<file path="src/verilog/panel_pkg.sv">
// shared constants and carriers for the translator panel control
package panel_pkg;

	localparam int KEY_COUNT          = 6;
	localparam int HUB_COUNT          = 18;
	localparam int HUBS_PER_KEY       = 3;
	localparam int LAMP_COUNT         = 6;
	localparam int SYNC_STAGES        = 2;
	localparam int CHAR_WIDTH         = 8;
	localparam int IRQ_WIDTH          = 4;

	// startup delay after power is good, in microseconds
	localparam int STARTUP_DELAY_US   = 100;
	localparam int CLOCK_MHZ          = 125;
	localparam int STARTUP_CYCLES     = STARTUP_DELAY_US * CLOCK_MHZ;

	// register byte addresses
	localparam logic [7:0] ADDR_CONTROL   = 8'h00;
	localparam logic [7:0] ADDR_STATUS    = 8'h04;
	localparam logic [7:0] ADDR_IRQ_STAT  = 8'h08;
	localparam logic [7:0] ADDR_IRQ_CLEAR = 8'h0C;
	localparam logic [7:0] ADDR_IRQ_EN    = 8'h10;
	localparam logic [7:0] ADDR_KEYS      = 8'h14;

	// control register bit positions, written as one-shot pulses
	localparam int CTL_STOP_BIT    = 0;
	localparam int CTL_LAUNCH_BIT  = 1;
	localparam int CTL_LOCAL_BIT   = 2;
	localparam int CTL_JOINT_BIT   = 3;

	// interrupt status bit positions
	localparam int IRQ_UNTRANS_BIT = 0;
	localparam int IRQ_PARITY_BIT  = 1;
	localparam int IRQ_COMPARE_BIT = 2;
	localparam int IRQ_STOPPED_BIT = 3;

	localparam logic [IRQ_WIDTH-1:0] IRQ_EN_RESET = 4'h0;

	typedef struct packed {
		logic mode_input;
		logic mode_output;
		logic power_translator;
		logic power_io;
		logic power_computer;
	} power_mode_t;

	typedef struct packed {
		logic                  char_received;
		logic                  decoder_hit;
		logic                  delete_char;
		logic                  precedence_char;
		logic                  buffer_load;
		logic [CHAR_WIDTH-1:0] buffer_char;
		logic                  compare_hub;
	} char_check_t;

	typedef enum logic [0:0] {
		CYCLE_IDLE,
		CYCLE_RUN
	} cycle_state_t;

endpackage

</file>
<file path="src/verilog/translator_panel_control.sv">
// operator panel control and status logic of the translator unit
`timescale 1ns/10ps
module translator_panel_control #(
	parameter int STARTUP_CYCLES = panel_pkg::STARTUP_CYCLES
) (
	input  wire logic                                   sys_clk,
	input  wire logic                                   reset,
	input  wire logic                                   clk_en,
	input  wire logic                                   psel,
	input  wire logic                                   penable,
	input  wire logic                                   pwrite,
	input  wire logic [7:0]                             paddr,
	input  wire logic [31:0]                            pwdata,
	output logic      [31:0]                            prdata,
	output logic                                        pready,
	output logic                                        pslverr,
	input  wire logic [panel_pkg::KEY_COUNT-1:0]        plugboard_option_key,
	output logic      [panel_pkg::HUB_COUNT-1:0]        option_hub,
	input  wire logic [panel_pkg::LAMP_COUNT-1:0]       lamp_hub,
	output logic      [panel_pkg::LAMP_COUNT-1:0]       programmable_lamp,
	input  wire logic                                   stop_press,
	input  wire logic                                   launch_press,
	input  wire logic                                   local_clear_press,
	input  wire logic                                   joint_clear_press,
	input  wire panel_pkg::power_mode_t                 power_mode,
	input  wire panel_pkg::char_check_t                 char_check,
	output logic                                        launch_lamp,
	output logic                                        cycle_run,
	output logic                                        joint_clear_lamp,
	output logic                                        io_clear,
	output logic                                        input_ready,
	output logic                                        output_ready,
	output logic                                        compare_lamp,
	output logic                                        untranslatable_flag,
	output logic                                        parity_fault,
	output logic                                        irq
);

	localparam int SW = 4 + panel_pkg::KEY_COUNT + panel_pkg::LAMP_COUNT + $bits(panel_pkg::power_mode_t)
		+ $bits(panel_pkg::char_check_t);

	////////////////////////////////////////////////////////////////////
	// pin synchronisers

	logic [SW-1:0]                        pins_raw;
	logic [SW-1:0]                        pins_s;
	logic [panel_pkg::KEY_COUNT-1:0]      keys_s;
	logic [panel_pkg::LAMP_COUNT-1:0]     lamps_s;
	logic                                 stop_s;
	logic                                 launch_s;
	logic                                 local_s;
	logic                                 joint_s;
	panel_pkg::power_mode_t               pm_s;
	panel_pkg::char_check_t               cc_s;

	assign pins_raw = {plugboard_option_key, lamp_hub, stop_press, launch_press, local_clear_press,
		joint_clear_press, power_mode, char_check};

	level_sync #(.WIDTH(SW)) u_sync (
		.sys_clk  (sys_clk),
		.reset    (reset),
		.clk_en   (clk_en),
		.async_in (pins_raw),
		.sync_out (pins_s)
	);

	assign {keys_s, lamps_s, stop_s, launch_s, local_s, joint_s, pm_s, cc_s} = pins_s;

	////////////////////////////////////////////////////////////////////
	// startup delay

	logic power_all;
	logic delay_done;

	assign power_all = pm_s.power_translator & pm_s.power_io & pm_s.power_computer;

	startup_timer #(.CYCLES(STARTUP_CYCLES)) u_timer (
		.sys_clk    (sys_clk),
		.reset      (reset),
		.clk_en     (clk_en),
		.power_good (power_all),
		.elapsed    (delay_done)
	);

	////////////////////////////////////////////////////////////////////
	// register bus decode

	function automatic logic hit(input logic [7:0] a, input logic [7:0] off);
		hit = (a == off);
	endfunction

	logic                          wr_en;
	logic                          rd_en;
	logic [3:0]                    ctl_pulse;
	logic [panel_pkg::IRQ_WIDTH-1:0] irq_clear_w;
	logic                          mapped;
	logic                          access;
	logic                          pready_r;
	logic                          pready_nxt;
	logic                          pslverr_r;
	logic                          pslverr_nxt;

	// one wait state so read data and error come from flops at the completing edge
	assign access   = psel & penable & clk_en;
	assign wr_en    = access & pwrite & pready_r;
	assign rd_en    = access & ~pwrite & ~pready_r;
	assign mapped   = hit(paddr, panel_pkg::ADDR_CONTROL) | hit(paddr, panel_pkg::ADDR_STATUS)
		| hit(paddr, panel_pkg::ADDR_IRQ_STAT) | hit(paddr, panel_pkg::ADDR_IRQ_CLEAR)
		| hit(paddr, panel_pkg::ADDR_IRQ_EN) | hit(paddr, panel_pkg::ADDR_KEYS);
	assign ctl_pulse   = (wr_en && hit(paddr, panel_pkg::ADDR_CONTROL)) ? pwdata[3:0] : 4'h0;
	assign irq_clear_w = (wr_en && hit(paddr, panel_pkg::ADDR_IRQ_CLEAR)) ?
		pwdata[panel_pkg::IRQ_WIDTH-1:0] : '0;

	////////////////////////////////////////////////////////////////////
	// panel press edges

	logic [3:0] press_r;
	logic [3:0] press_nxt;
	logic [3:0] press_now;
	logic [3:0] press_edge;

	assign press_now  = {joint_s, local_s, launch_s, stop_s};
	assign press_edge = (press_now & ~press_r) | ctl_pulse;

	always_comb begin
		press_nxt = clk_en ? press_now : press_r;
	end

	////////////////////////////////////////////////////////////////////
	// cycle control and status

	logic                           stop_ev;
	logic                           launch_ev;
	logic                           local_ev;
	logic                           joint_ev;
	logic                           clear_any;
	logic                           in_rdy;
	logic                           out_rdy;
	logic                           fault_any;
	logic                           parity_bad;
	logic                           untrans_ev;
	panel_pkg::cycle_state_t        state_r;
	panel_pkg::cycle_state_t        state_nxt;
	logic                           launch_lamp_r;
	logic                           launch_lamp_nxt;
	logic                           untrans_r;
	logic                           untrans_nxt;
	logic                           parity_r;
	logic                           parity_nxt;
	logic                           joint_lamp_r;
	logic                           joint_lamp_nxt;
	logic                           in_rdy_r;
	logic                           out_rdy_r;
	logic                           compare_r;
	logic [panel_pkg::HUB_COUNT-1:0]  hub_r;
	logic [panel_pkg::HUB_COUNT-1:0]  hub_nxt;
	logic [panel_pkg::LAMP_COUNT-1:0] lamp_r;
	logic [panel_pkg::IRQ_WIDTH-1:0]  irq_stat_r;
	logic [panel_pkg::IRQ_WIDTH-1:0]  irq_stat_nxt;
	logic [panel_pkg::IRQ_WIDTH-1:0]  irq_en_r;
	logic [panel_pkg::IRQ_WIDTH-1:0]  irq_en_nxt;
	logic [panel_pkg::IRQ_WIDTH-1:0]  irq_set;
	logic                           irq_r;
	logic [31:0]                    prdata_r;
	logic [31:0]                    prdata_nxt;

	assign stop_ev   = press_edge[panel_pkg::CTL_STOP_BIT];
	assign launch_ev = press_edge[panel_pkg::CTL_LAUNCH_BIT];
	assign local_ev  = press_edge[panel_pkg::CTL_LOCAL_BIT];
	assign joint_ev  = press_edge[panel_pkg::CTL_JOINT_BIT];
	assign clear_any = local_ev | joint_ev;

	// mode is chosen by plugboard; both selected counts as neither
	assign in_rdy  = pm_s.mode_input & ~pm_s.mode_output & power_all & delay_done;
	assign out_rdy = pm_s.mode_output & ~pm_s.mode_input & power_all & delay_done;

	assign parity_bad = cc_s.buffer_load & ~(^cc_s.buffer_char); // odd parity expected
	assign untrans_ev = cc_s.char_received & ~cc_s.decoder_hit & ~cc_s.delete_char
		& ~cc_s.precedence_char;
	assign fault_any  = untrans_r | parity_r | compare_r;

	// each key fans out to three adjacent hubs
	genvar g;
	generate
		for (g = 0; g < panel_pkg::HUB_COUNT; g++) begin : g_hub
			assign hub_nxt[g] = keys_s[g / panel_pkg::HUBS_PER_KEY];
		end
	endgenerate

	always_comb begin
		state_nxt       = state_r;
		launch_lamp_nxt = launch_lamp_r;
		untrans_nxt     = untrans_r;
		parity_nxt      = parity_r;
		joint_lamp_nxt  = joint_lamp_r;
		if (clear_any) begin
			state_nxt       = panel_pkg::CYCLE_IDLE;
			launch_lamp_nxt = 1'b0;
			untrans_nxt     = 1'b0;
			parity_nxt      = 1'b0;
			joint_lamp_nxt  = joint_ev;
		end else begin
			// joint clear lamp holds one cycle after the press
			joint_lamp_nxt = 1'b0;
			if (untrans_ev) begin
				untrans_nxt = 1'b1;
			end
			if (parity_bad) begin
				parity_nxt = 1'b1;
			end
			unique case (state_r)
				panel_pkg::CYCLE_IDLE: begin
					if (launch_ev && !joint_lamp_r && (in_rdy_r || out_rdy_r) && !fault_any) begin
						state_nxt       = panel_pkg::CYCLE_RUN;
						launch_lamp_nxt = 1'b1;
					end
				end
				panel_pkg::CYCLE_RUN: begin
					if (stop_ev) begin
						state_nxt       = panel_pkg::CYCLE_IDLE;
						launch_lamp_nxt = 1'b0;
					end
				end
			endcase
		end
	end

	assign irq_set = {(state_r == panel_pkg::CYCLE_RUN) && stop_ev, compare_r, parity_bad, untrans_ev};

	always_comb begin
		// set wins over clear
		irq_stat_nxt = (irq_stat_r & ~irq_clear_w) | irq_set;
		irq_en_nxt   = (wr_en && hit(paddr, panel_pkg::ADDR_IRQ_EN)) ? pwdata[panel_pkg::IRQ_WIDTH-1:0] : irq_en_r;
		prdata_nxt   = 32'h0;
		pready_nxt   = access & ~pready_r;
		pslverr_nxt  = access & ~pready_r & ~mapped;
		if (hit(paddr, panel_pkg::ADDR_STATUS)) begin
			prdata_nxt = {24'h0, parity_r, untrans_r, compare_r, out_rdy_r, in_rdy_r, joint_lamp_r,
				launch_lamp_r, state_r == panel_pkg::CYCLE_RUN};
		end else if (hit(paddr, panel_pkg::ADDR_IRQ_STAT)) begin
			prdata_nxt = {28'h0, irq_stat_r};
		end else if (hit(paddr, panel_pkg::ADDR_IRQ_EN)) begin
			prdata_nxt = {28'h0, irq_en_r};
		end else if (hit(paddr, panel_pkg::ADDR_KEYS)) begin
			prdata_nxt = {20'h0, lamp_r, keys_s};
		end
	end

	always_ff @(posedge sys_clk or posedge reset) begin
		if (reset) begin
			press_r       <= 4'h0;
			state_r       <= panel_pkg::CYCLE_IDLE;
			launch_lamp_r <= 1'b0;
			untrans_r     <= 1'b0;
			parity_r      <= 1'b0;
			joint_lamp_r  <= 1'b0;
			in_rdy_r      <= 1'b0;
			out_rdy_r     <= 1'b0;
			compare_r     <= 1'b0;
			hub_r         <= '0;
			lamp_r        <= '0;
			irq_stat_r    <= '0;
			irq_en_r      <= panel_pkg::IRQ_EN_RESET;
			irq_r         <= 1'b0;
			prdata_r      <= 32'h0;
			pready_r      <= 1'b0;
			pslverr_r     <= 1'b0;
		end else begin
			press_r <= press_nxt;
			if (clk_en) begin
				state_r       <= state_nxt;
				launch_lamp_r <= launch_lamp_nxt;
				untrans_r     <= untrans_nxt;
				parity_r      <= parity_nxt;
				joint_lamp_r  <= joint_lamp_nxt;
				in_rdy_r      <= in_rdy;
				out_rdy_r     <= out_rdy;
				compare_r     <= cc_s.compare_hub;
				hub_r         <= hub_nxt;
				lamp_r        <= lamps_s;
				irq_stat_r    <= irq_stat_nxt;
				irq_en_r      <= irq_en_nxt;
				irq_r         <= |(irq_stat_nxt & irq_en_nxt);
				pready_r      <= pready_nxt;
				pslverr_r     <= pslverr_nxt;
				if (rd_en) begin
					prdata_r <= prdata_nxt;
				end
			end
		end
	end

	////////////////////////////////////////////////////////////////////
	// outputs

	assign option_hub          = hub_r;
	assign programmable_lamp   = lamp_r;
	assign launch_lamp         = launch_lamp_r;
	assign cycle_run           = state_r == panel_pkg::CYCLE_RUN;
	assign joint_clear_lamp    = joint_lamp_r;
	assign io_clear            = joint_lamp_r; // I/O unit clears only on joint clear
	assign input_ready         = in_rdy_r;
	assign output_ready        = out_rdy_r;
	assign compare_lamp        = compare_r;
	assign untranslatable_flag = untrans_r;
	assign parity_fault        = parity_r;
	assign irq                 = irq_r;
	assign prdata              = prdata_r;
	assign pready              = pready_r;
	assign pslverr             = pslverr_r;

endmodule

</file>
<file path="src/verilog/level_sync.sv">
// two-stage synchroniser for a bus of pin levels
`timescale 1ns/10ps
module level_sync #(
	parameter int WIDTH = 1
) (
	input  wire logic             sys_clk,
	input  wire logic             reset,
	input  wire logic             clk_en,
	input  wire logic [WIDTH-1:0] async_in,
	output logic      [WIDTH-1:0] sync_out
);

	logic [WIDTH-1:0] meta_r;
	logic [WIDTH-1:0] meta_nxt;
	logic [WIDTH-1:0] sync_r;
	logic [WIDTH-1:0] sync_nxt;

	always_comb begin
		meta_nxt = clk_en ? async_in : meta_r;
		sync_nxt = clk_en ? meta_r : sync_r;
	end

	// first stage feeds only the second
	always_ff @(posedge sys_clk or posedge reset) begin
		if (reset) begin
			meta_r <= '0;
			sync_r <= '0;
		end else begin
			meta_r <= meta_nxt;
			sync_r <= sync_nxt;
		end
	end

	assign sync_out = sync_r;

endmodule

</file>
<file path="src/verilog/startup_timer.sv">
// startup delay counter, restarts whenever power drops
`timescale 1ns/10ps
module startup_timer #(
	parameter int CYCLES = panel_pkg::STARTUP_CYCLES
) (
	input  wire logic sys_clk,
	input  wire logic reset,
	input  wire logic clk_en,
	input  wire logic power_good,
	output logic      elapsed
);

	logic [31:0] count_r;
	logic [31:0] count_nxt;
	logic        done_r;
	logic        done_nxt;

	always_comb begin
		count_nxt = count_r;
		done_nxt  = done_r;
		if (clk_en) begin
			if (!power_good) begin
				count_nxt = 32'h0;
				done_nxt  = 1'b0;
			end else if (!done_r) begin
				if (count_r >= 32'(CYCLES - 1)) begin
					done_nxt = 1'b1;
				end else begin
					count_nxt = count_r + 32'h1;
				end
			end
		end
	end

	always_ff @(posedge sys_clk or posedge reset) begin
		if (reset) begin
			count_r <= 32'h0;
			done_r  <= 1'b0;
		end else begin
			count_r <= count_nxt;
			done_r  <= done_nxt;
		end
	end

	assign elapsed = done_r;

endmodule

</file>
<file path="config.mk">
export PLATFORM = sky130hd
export DESIGN_NAME = translator_panel_control
export DESIGN_NICKNAME = d
export VERILOG_FILES = /design/src/verilog/panel_pkg.sv /design/src/verilog/translator_panel_control.sv /design/src/verilog/level_sync.sv /design/src/verilog/startup_timer.sv
export SDC_FILE = /design/constraint.sdc
export NUM_CORES = 1
export LEC_CHECK = 0
export BUFFER_PORTS_ARGS = -buffer_cell sky130_fd_sc_hd__buf_4
export CORE_UTILIZATION = 54
export DETAILED_ROUTE_END_ITERATION = 7
export PLACE_DENSITY = 0.82
export SLEW_MARGIN = 5
export SYNTH_ARGS = -nofsm -noshare
export SYNTH_HDL_FRONTEND = slang
export SYNTH_SLANG_ARGS = --single-unit
export TNS_END_PERCENT = 10
</file>
<file path="constraint.sdc">
create_clock -name sys_clk -period 4.7 [get_ports sys_clk]
set_input_delay 0 -clock sys_clk [delete_from_list [all_inputs] [get_ports sys_clk]]
set_output_delay 0 -clock sys_clk [all_outputs]
set_load 0.05 [all_outputs]
</file>
-- Yosys cells after proc, flatten, opt, wreduce, memory -nomap -nowiden
Index checks and enable logic that the tools add are counted.
- register bits after elaboration: 180
- latch bits: 0
- bits in writable memories: 0
- ROM bits: 0
- output and inout bits: 68
- logic and storage cells: 123
- memories: 0
- add/subtract/negate cells: 1
- multiply operators: 0
- div/mod/pow operators: 0
- $lt $le $gt $ge: 1
- equal/unequal tests: 9
- shift-type cells: 0
- multiplexer cells: 26
- bitwise logic cells: 45
- reductions and logical operators: 20
- operators by type and width (cell ; number):
    $mux W32 ; 3
    $mux W12 ; 4
    $add A32 B1 Y32 const B ; 1
    $ge A32 B14 Y1 const B ; 1
    $and A1 B1 Y1 ; 20
    $eq A8 B4 Y1 const B ; 2
    $eq A8 B5 Y1 const B ; 2
    $mux W1 ; 14
    $and A4 B4 Y4 ; 3
    $mux W4 ; 3
    $not A1 Y1 ; 10
    $eq A8 B3 Y1 const B ; 1
    $logic_not A8 Y1 ; 1
    $not A4 Y4 ; 2
    $or A1 B1 Y1 ; 8
    $or A4 B4 Y4 ; 2
    $reduce_xor A8 Y1 ; 1
    $logic_and A1 B1 Y1 ; 7
    $ne A3 B3 Y1 const B ; 2
    $reduce_and A2 Y1 ; 3
    $reduce_and A3 Y1 ; 2
    $ne A2 B2 Y1 const B ; 2
    $pmux W1 S2 ; 2
    $reduce_bool A2 Y1 ; 2
    3 further kinds ; 4

-- Longest topological paths before layout
- word-level depth: 13
- mapped depth: 8
- mapped depth without buffers: 7

-- Hierarchy
From an unflattened synthesis, not the netlist that was laid out.
- cell total of the unflattened synthesis: 535
- area total of the unflattened synthesis: 6945.4 um^2
- by module, submodules not included (module ; times used ; cells an instance ; area each (um^2) ; seq. area each (um^2)):
    level_sync ; 1 ; 149 ; 2957.8 ; 1751.7
    translator_panel_control ; 1 ; 243 ; 2493.6 ; 1176.1
    startup_timer ; 1 ; 143 ; 1493.9 ; 825.8

-- Least setup slack after synthesis
OpenSTA, ideal clock, no wires.
- path type: flip-flop to flip-flop
- from: register u_timer.count_r[0]
- to: register u_timer.count_r[12]
- library setup time: 66 ps
- arrival time: 2032 ps
- data required time: 4634 ps
- setup slack: 2602 ps
- cell stages (with the launch flop): 9
- buffers on the path: 1
- period minus slack after synthesis: 2098 ps
- cells stage by stage: dfrtp_1 -> ha_1 -> nor4_1 -> o21ai_1 -> a311oi_2 -> buf_4 -> o211ai_2 -> or4_1 -> nand2_1
- cells in the longest elaborated chain, start to end: 4
- elaborated cells on any way between the ends: 7
- classes of those cells: add/sub: 1; order compare: 1; eq/ne: 1; mux: 3; reduce/logical: 1
- ends and longest elaborated chain (what ; RTL line ; text):
    start: declaration ; startup_timer.sv:13 ; logic [31:0] count_r;
    start signal: assignment ; startup_timer.sv:40 ; count_r <= count_nxt;
    $add A32 B1 Y32 ; startup_timer.sv:29 ; count_nxt = count_r + 32'h1;
    $mux W32 ; startup_timer.sv:26 ; if (count_r >= 32'(CYCLES - 1)) begin
    $mux W32 ; startup_timer.sv:25 ; end else if (!done_r) begin
    $mux W32 ; startup_timer.sv:22 ; if (!power_good) begin
Parallel ways exist; a longest one is shown, timed or not. The select of a mux whose other input is x is not followed.
A chain may end at the register's enable or synchronous reset.

-- Worst setup path after layout
- from: register u_timer.count_r[0]
- to: register u_timer.count_r[9]
The elaborated chain is that of the path after synthesis.

==> metrics.yaml <==
run_status: "finished clean"
avgSynthCellArea_um2: 12.28
worst_ir_drop_vdd_uv: 316.8
gp_congestion: 0.8737
ys_seq_elements: 150
n_antenna_cell: 0
wire_per_inst_um: 16.70
die-height_um: 112.4
r2r_cells: 7
first_pass_iters: 5
cts_root_buf: "clkbuf_16"
hold_viol: 0
portBuffers: 100
dp_cells: 748
finalSetupViolCount: 0
endpoint_kind: "register"
ant_nets: 0
critPathMostFrequentCell: "o21ai_1"
hold_path_end: "pslverr"
clkTransAtPathRegs_ps: 60
power.total_w: 0.003636
synth-edff-count: 0
start_util: 0.5644
slew_violations: 0
crit_arrival_ps: 3130
fin_crit_sh: 0.5893
grt-ovfl-total: 0
worst-path-buf-inv: 0
cp_max_fo: 11
reg2reg_to: "u_timer.count_r[9]"
nets: 748
dieArea_um2: 12640
grt_usage: 0.2321
tritoncts: "built"
std_cell_rows: 39
grt_max_degree: 103
grt_pass1_vias: 4722
ys.flop_type: "dfrtp_1"
critPathSlowestCell: "a311oi_2"
viasPerCell: 5.639
syn_to_final_growth_pct: 25.96
grt_pass1_wl_um: 22640
via_count: 4630
syn_inst: 536
period_needed_ps: 2770
min_delay_path_depth: 3
tns_ps: 0
hold_start: "paddr[3]"
yosys_warnings: 0
cts_resized: 0
netlist_area_um2: 6583
path_cells: "ha_1 > nor4_1 > o21ai_1 > a311oi_2 > o21ai_1 > or4_1 > nand2_1"
reg2reg_slack_ps: 1930
slew_headroom: 0.4082
worstMarginPinSlew_ps: 887.7
r2r_start: "u_timer.count_r[0]"
cp.required_ps: 5060
ys_types: 56
synth_top_area_share: 0.5702
numCtsBuffers: 17
yosys-top-cells-area: "dfrtp_1, mux2_2, buf_4, a21oi_1, nand2_1"
finClkSkew_ps: 4.542
crit_type: "register to register"
clock_latency_ps: 420
power.leakage_nw: 3.765
dp_hpwl_um: 9223
ys_seq_area_frac: 0.5702
cts_hold_buf: 42
hold_class: "input port to register"
pin_count: 149
antenna_found_initial: 0
slowest_delay_ps: 710
htree_levels: 4
drive_gt1_frac: 0.3555
maxCapViolCount: 0
crit_path_start_kind: "register"
synth_top_area_cell: "dfrtp_1"
first_iter_violations: 249
cellPowerDensity_nw_per_um2: 438.5
finalWirelength_um: 13710
cts_setup_buffers: 0
layout.cells.non_filler: 821
core_area_um2: 11660
die_x_um: 112.4
path_delay_family: "compound AO/OA/AOI/OAI gates"
async_flop_share: 1.000
cts.sinks: 150
rsz0062_at_grt: "no"
drc: 0
fmaxAchievable_mhz: 361.0
clockBufferDepth: 2
[Yosys cell counts, types with 2 or more instances]
master and number:
o211ai_1 5, or3_1 3, or4_1 4, buf_4 36, and2_1 12, and4_1 2
nor3_1 6, nor2b_1 4, a31oi_1 3, a221oi_1 2, or2_2 2, a21oi_1 21
nand3_1 13, a21boi_0 2, nand4_1 5, nor2_1 24, and3_1 10, a22oi_1 4
a21o_1 2, inv_1 15, o21ai_0 14, nor4_1 7, a22o_1 2, nand3b_1 2
mux2_2 93, o21ai_1 2, a222oi_1 2, clkbuf_1 16, xor2_1 3, xnor2_1 10
o32ai_1 2, nand2_1 28, nand2b_1 2, o21a_1 6, dfrtp_1 150, mux2i_1 2
[cells by family after synthesis]
| family | Yosys count | share of synthesized area |
|---|---|---|
| flip-flops | 150 | 0.5702 |
| AND/OR/NAND/NOR | 130 | 0.1072 |
| multiplexers | 95 | 0.1621 |
| AO/OA/AOI/OAI | 77 | 0.07812 |
| buffers and inverters | 69 | 0.06253 |
| XOR/XNOR | 13 | 0.01730 |
| adder cells (fa/ha/maj) | 1 | 0.001900 |
| other | 1 | 0.0005697 |
[through the flow]
stage          instance area [µm²]  setup WS, ps  utilization  hold slack [ps]
3_3_place_gp                  7268          2040       0.6232            233.4
2_1_floorplan                 6654         663.6            -            150.5
6_report                      8292          1930       0.7110            29.98
4_1_cts                       8292          1965       0.7110            12.48
5_1_grt                       8292          1689       0.7110            50.43
3_5_place_dp                  7268          1985       0.6232            237.0
[layer usage]
layer | global-route usage | vias to the layer above | wire length (µm)
met5 | 0 | - | 0
met3 | 0.05076 | 32 | 745
met2 | 0.3834 | 201 | 6793
met4 | 0.1156 | 0 | 399
met1 | 0.2913 | 2290 | 5772
li1 | - | 2107 | -
[report_power, final]
| group | internal [W] | total [W] | switching [W] |
|---|---|---|---|
| Clock | 0.000859 | 0.00135 | 0.000492 |
| Sequential | 0.00143 | 0.00154 | 0.000108 |
| Combinational | 0.000282 | 0.000748 | 0.000466 |
| Total | 0.00257 | 0.00364 | 0.00107 |
[cell type report]
| cell class | instances | area, µm² |
|---|---|---|
| Inverter | 15 | 61.31 |
| Clock inverter | 8 | 95.09 |
| Tap cell | 143 | 178.9 |
| Timing Repair Buffer | 146 | 1201 |
| Fill cell | 793 | 3371 |
| Multi-Input combinational cell | 336 | 2494 |
| Clock buffer | 23 | 508.0 |
| Sequential cell | 150 | 3754 |
[flip-flops by register name, summed over array words and instances (netlist names), 4 cells and up]
| register | flops |
|---|---|
| programmable_lamp | 6 |
| press_r | 4 |
| u_sync.meta_r | 35 |
| option_hub | 6 |
| prdata | 12 |
| u_timer.count_r | 32 |
| irq_en_r | 4 |
| u_sync.sync_out | 35 |
| irq_stat_r | 4 |
[layout by cell type (no fill, tap or decap), types with 7 or more instances in the layout]
| master | instances |
|---|---|
| a21oi_1 | 21 |
| and2_1 | 12 |
| and3_1 | 10 |
| buf_4 | 104 |
| clkbuf_16 | 17 |
| conb_1 | 20 |
| dfrtp_1 | 150 |
| dlygate4sd3_1 | 42 |
| inv_1 | 14 |
| mux2_2 | 93 |
| nand2_1 | 28 |
| nand3_1 | 13 |
| nor2_1 | 24 |
| nor4_1 | 7 |
| o21ai_0 | 14 |
| xnor2_1 | 10 |
[worst min-delay path, delay by kind of cell]
family	cells	cell delay [ps]
compound gates	2	270
buf+inv	1	120
[how the worst max path moves through the flow]
stage | depth (start not counted) | from | slack (ps) | end
3_3_place_gp | 7 | u_timer.count_r[0] | 2040 | u_timer.count_r[9]
5_1_grt | 7 | u_timer.count_r[0] | 1690 | u_timer.count_r[7]
3_5_place_dp | 7 | u_timer.count_r[0] | 1990 | u_timer.count_r[9]
2_1_floorplan | 1 | reset | 660 | compare_lamp
6_report | 7 | u_timer.count_r[0] | 1930 | u_timer.count_r[9]
4_1_cts | 7 | u_timer.count_r[0] | 1960 | u_timer.count_r[9]
(Power assumes the default switching activity.)
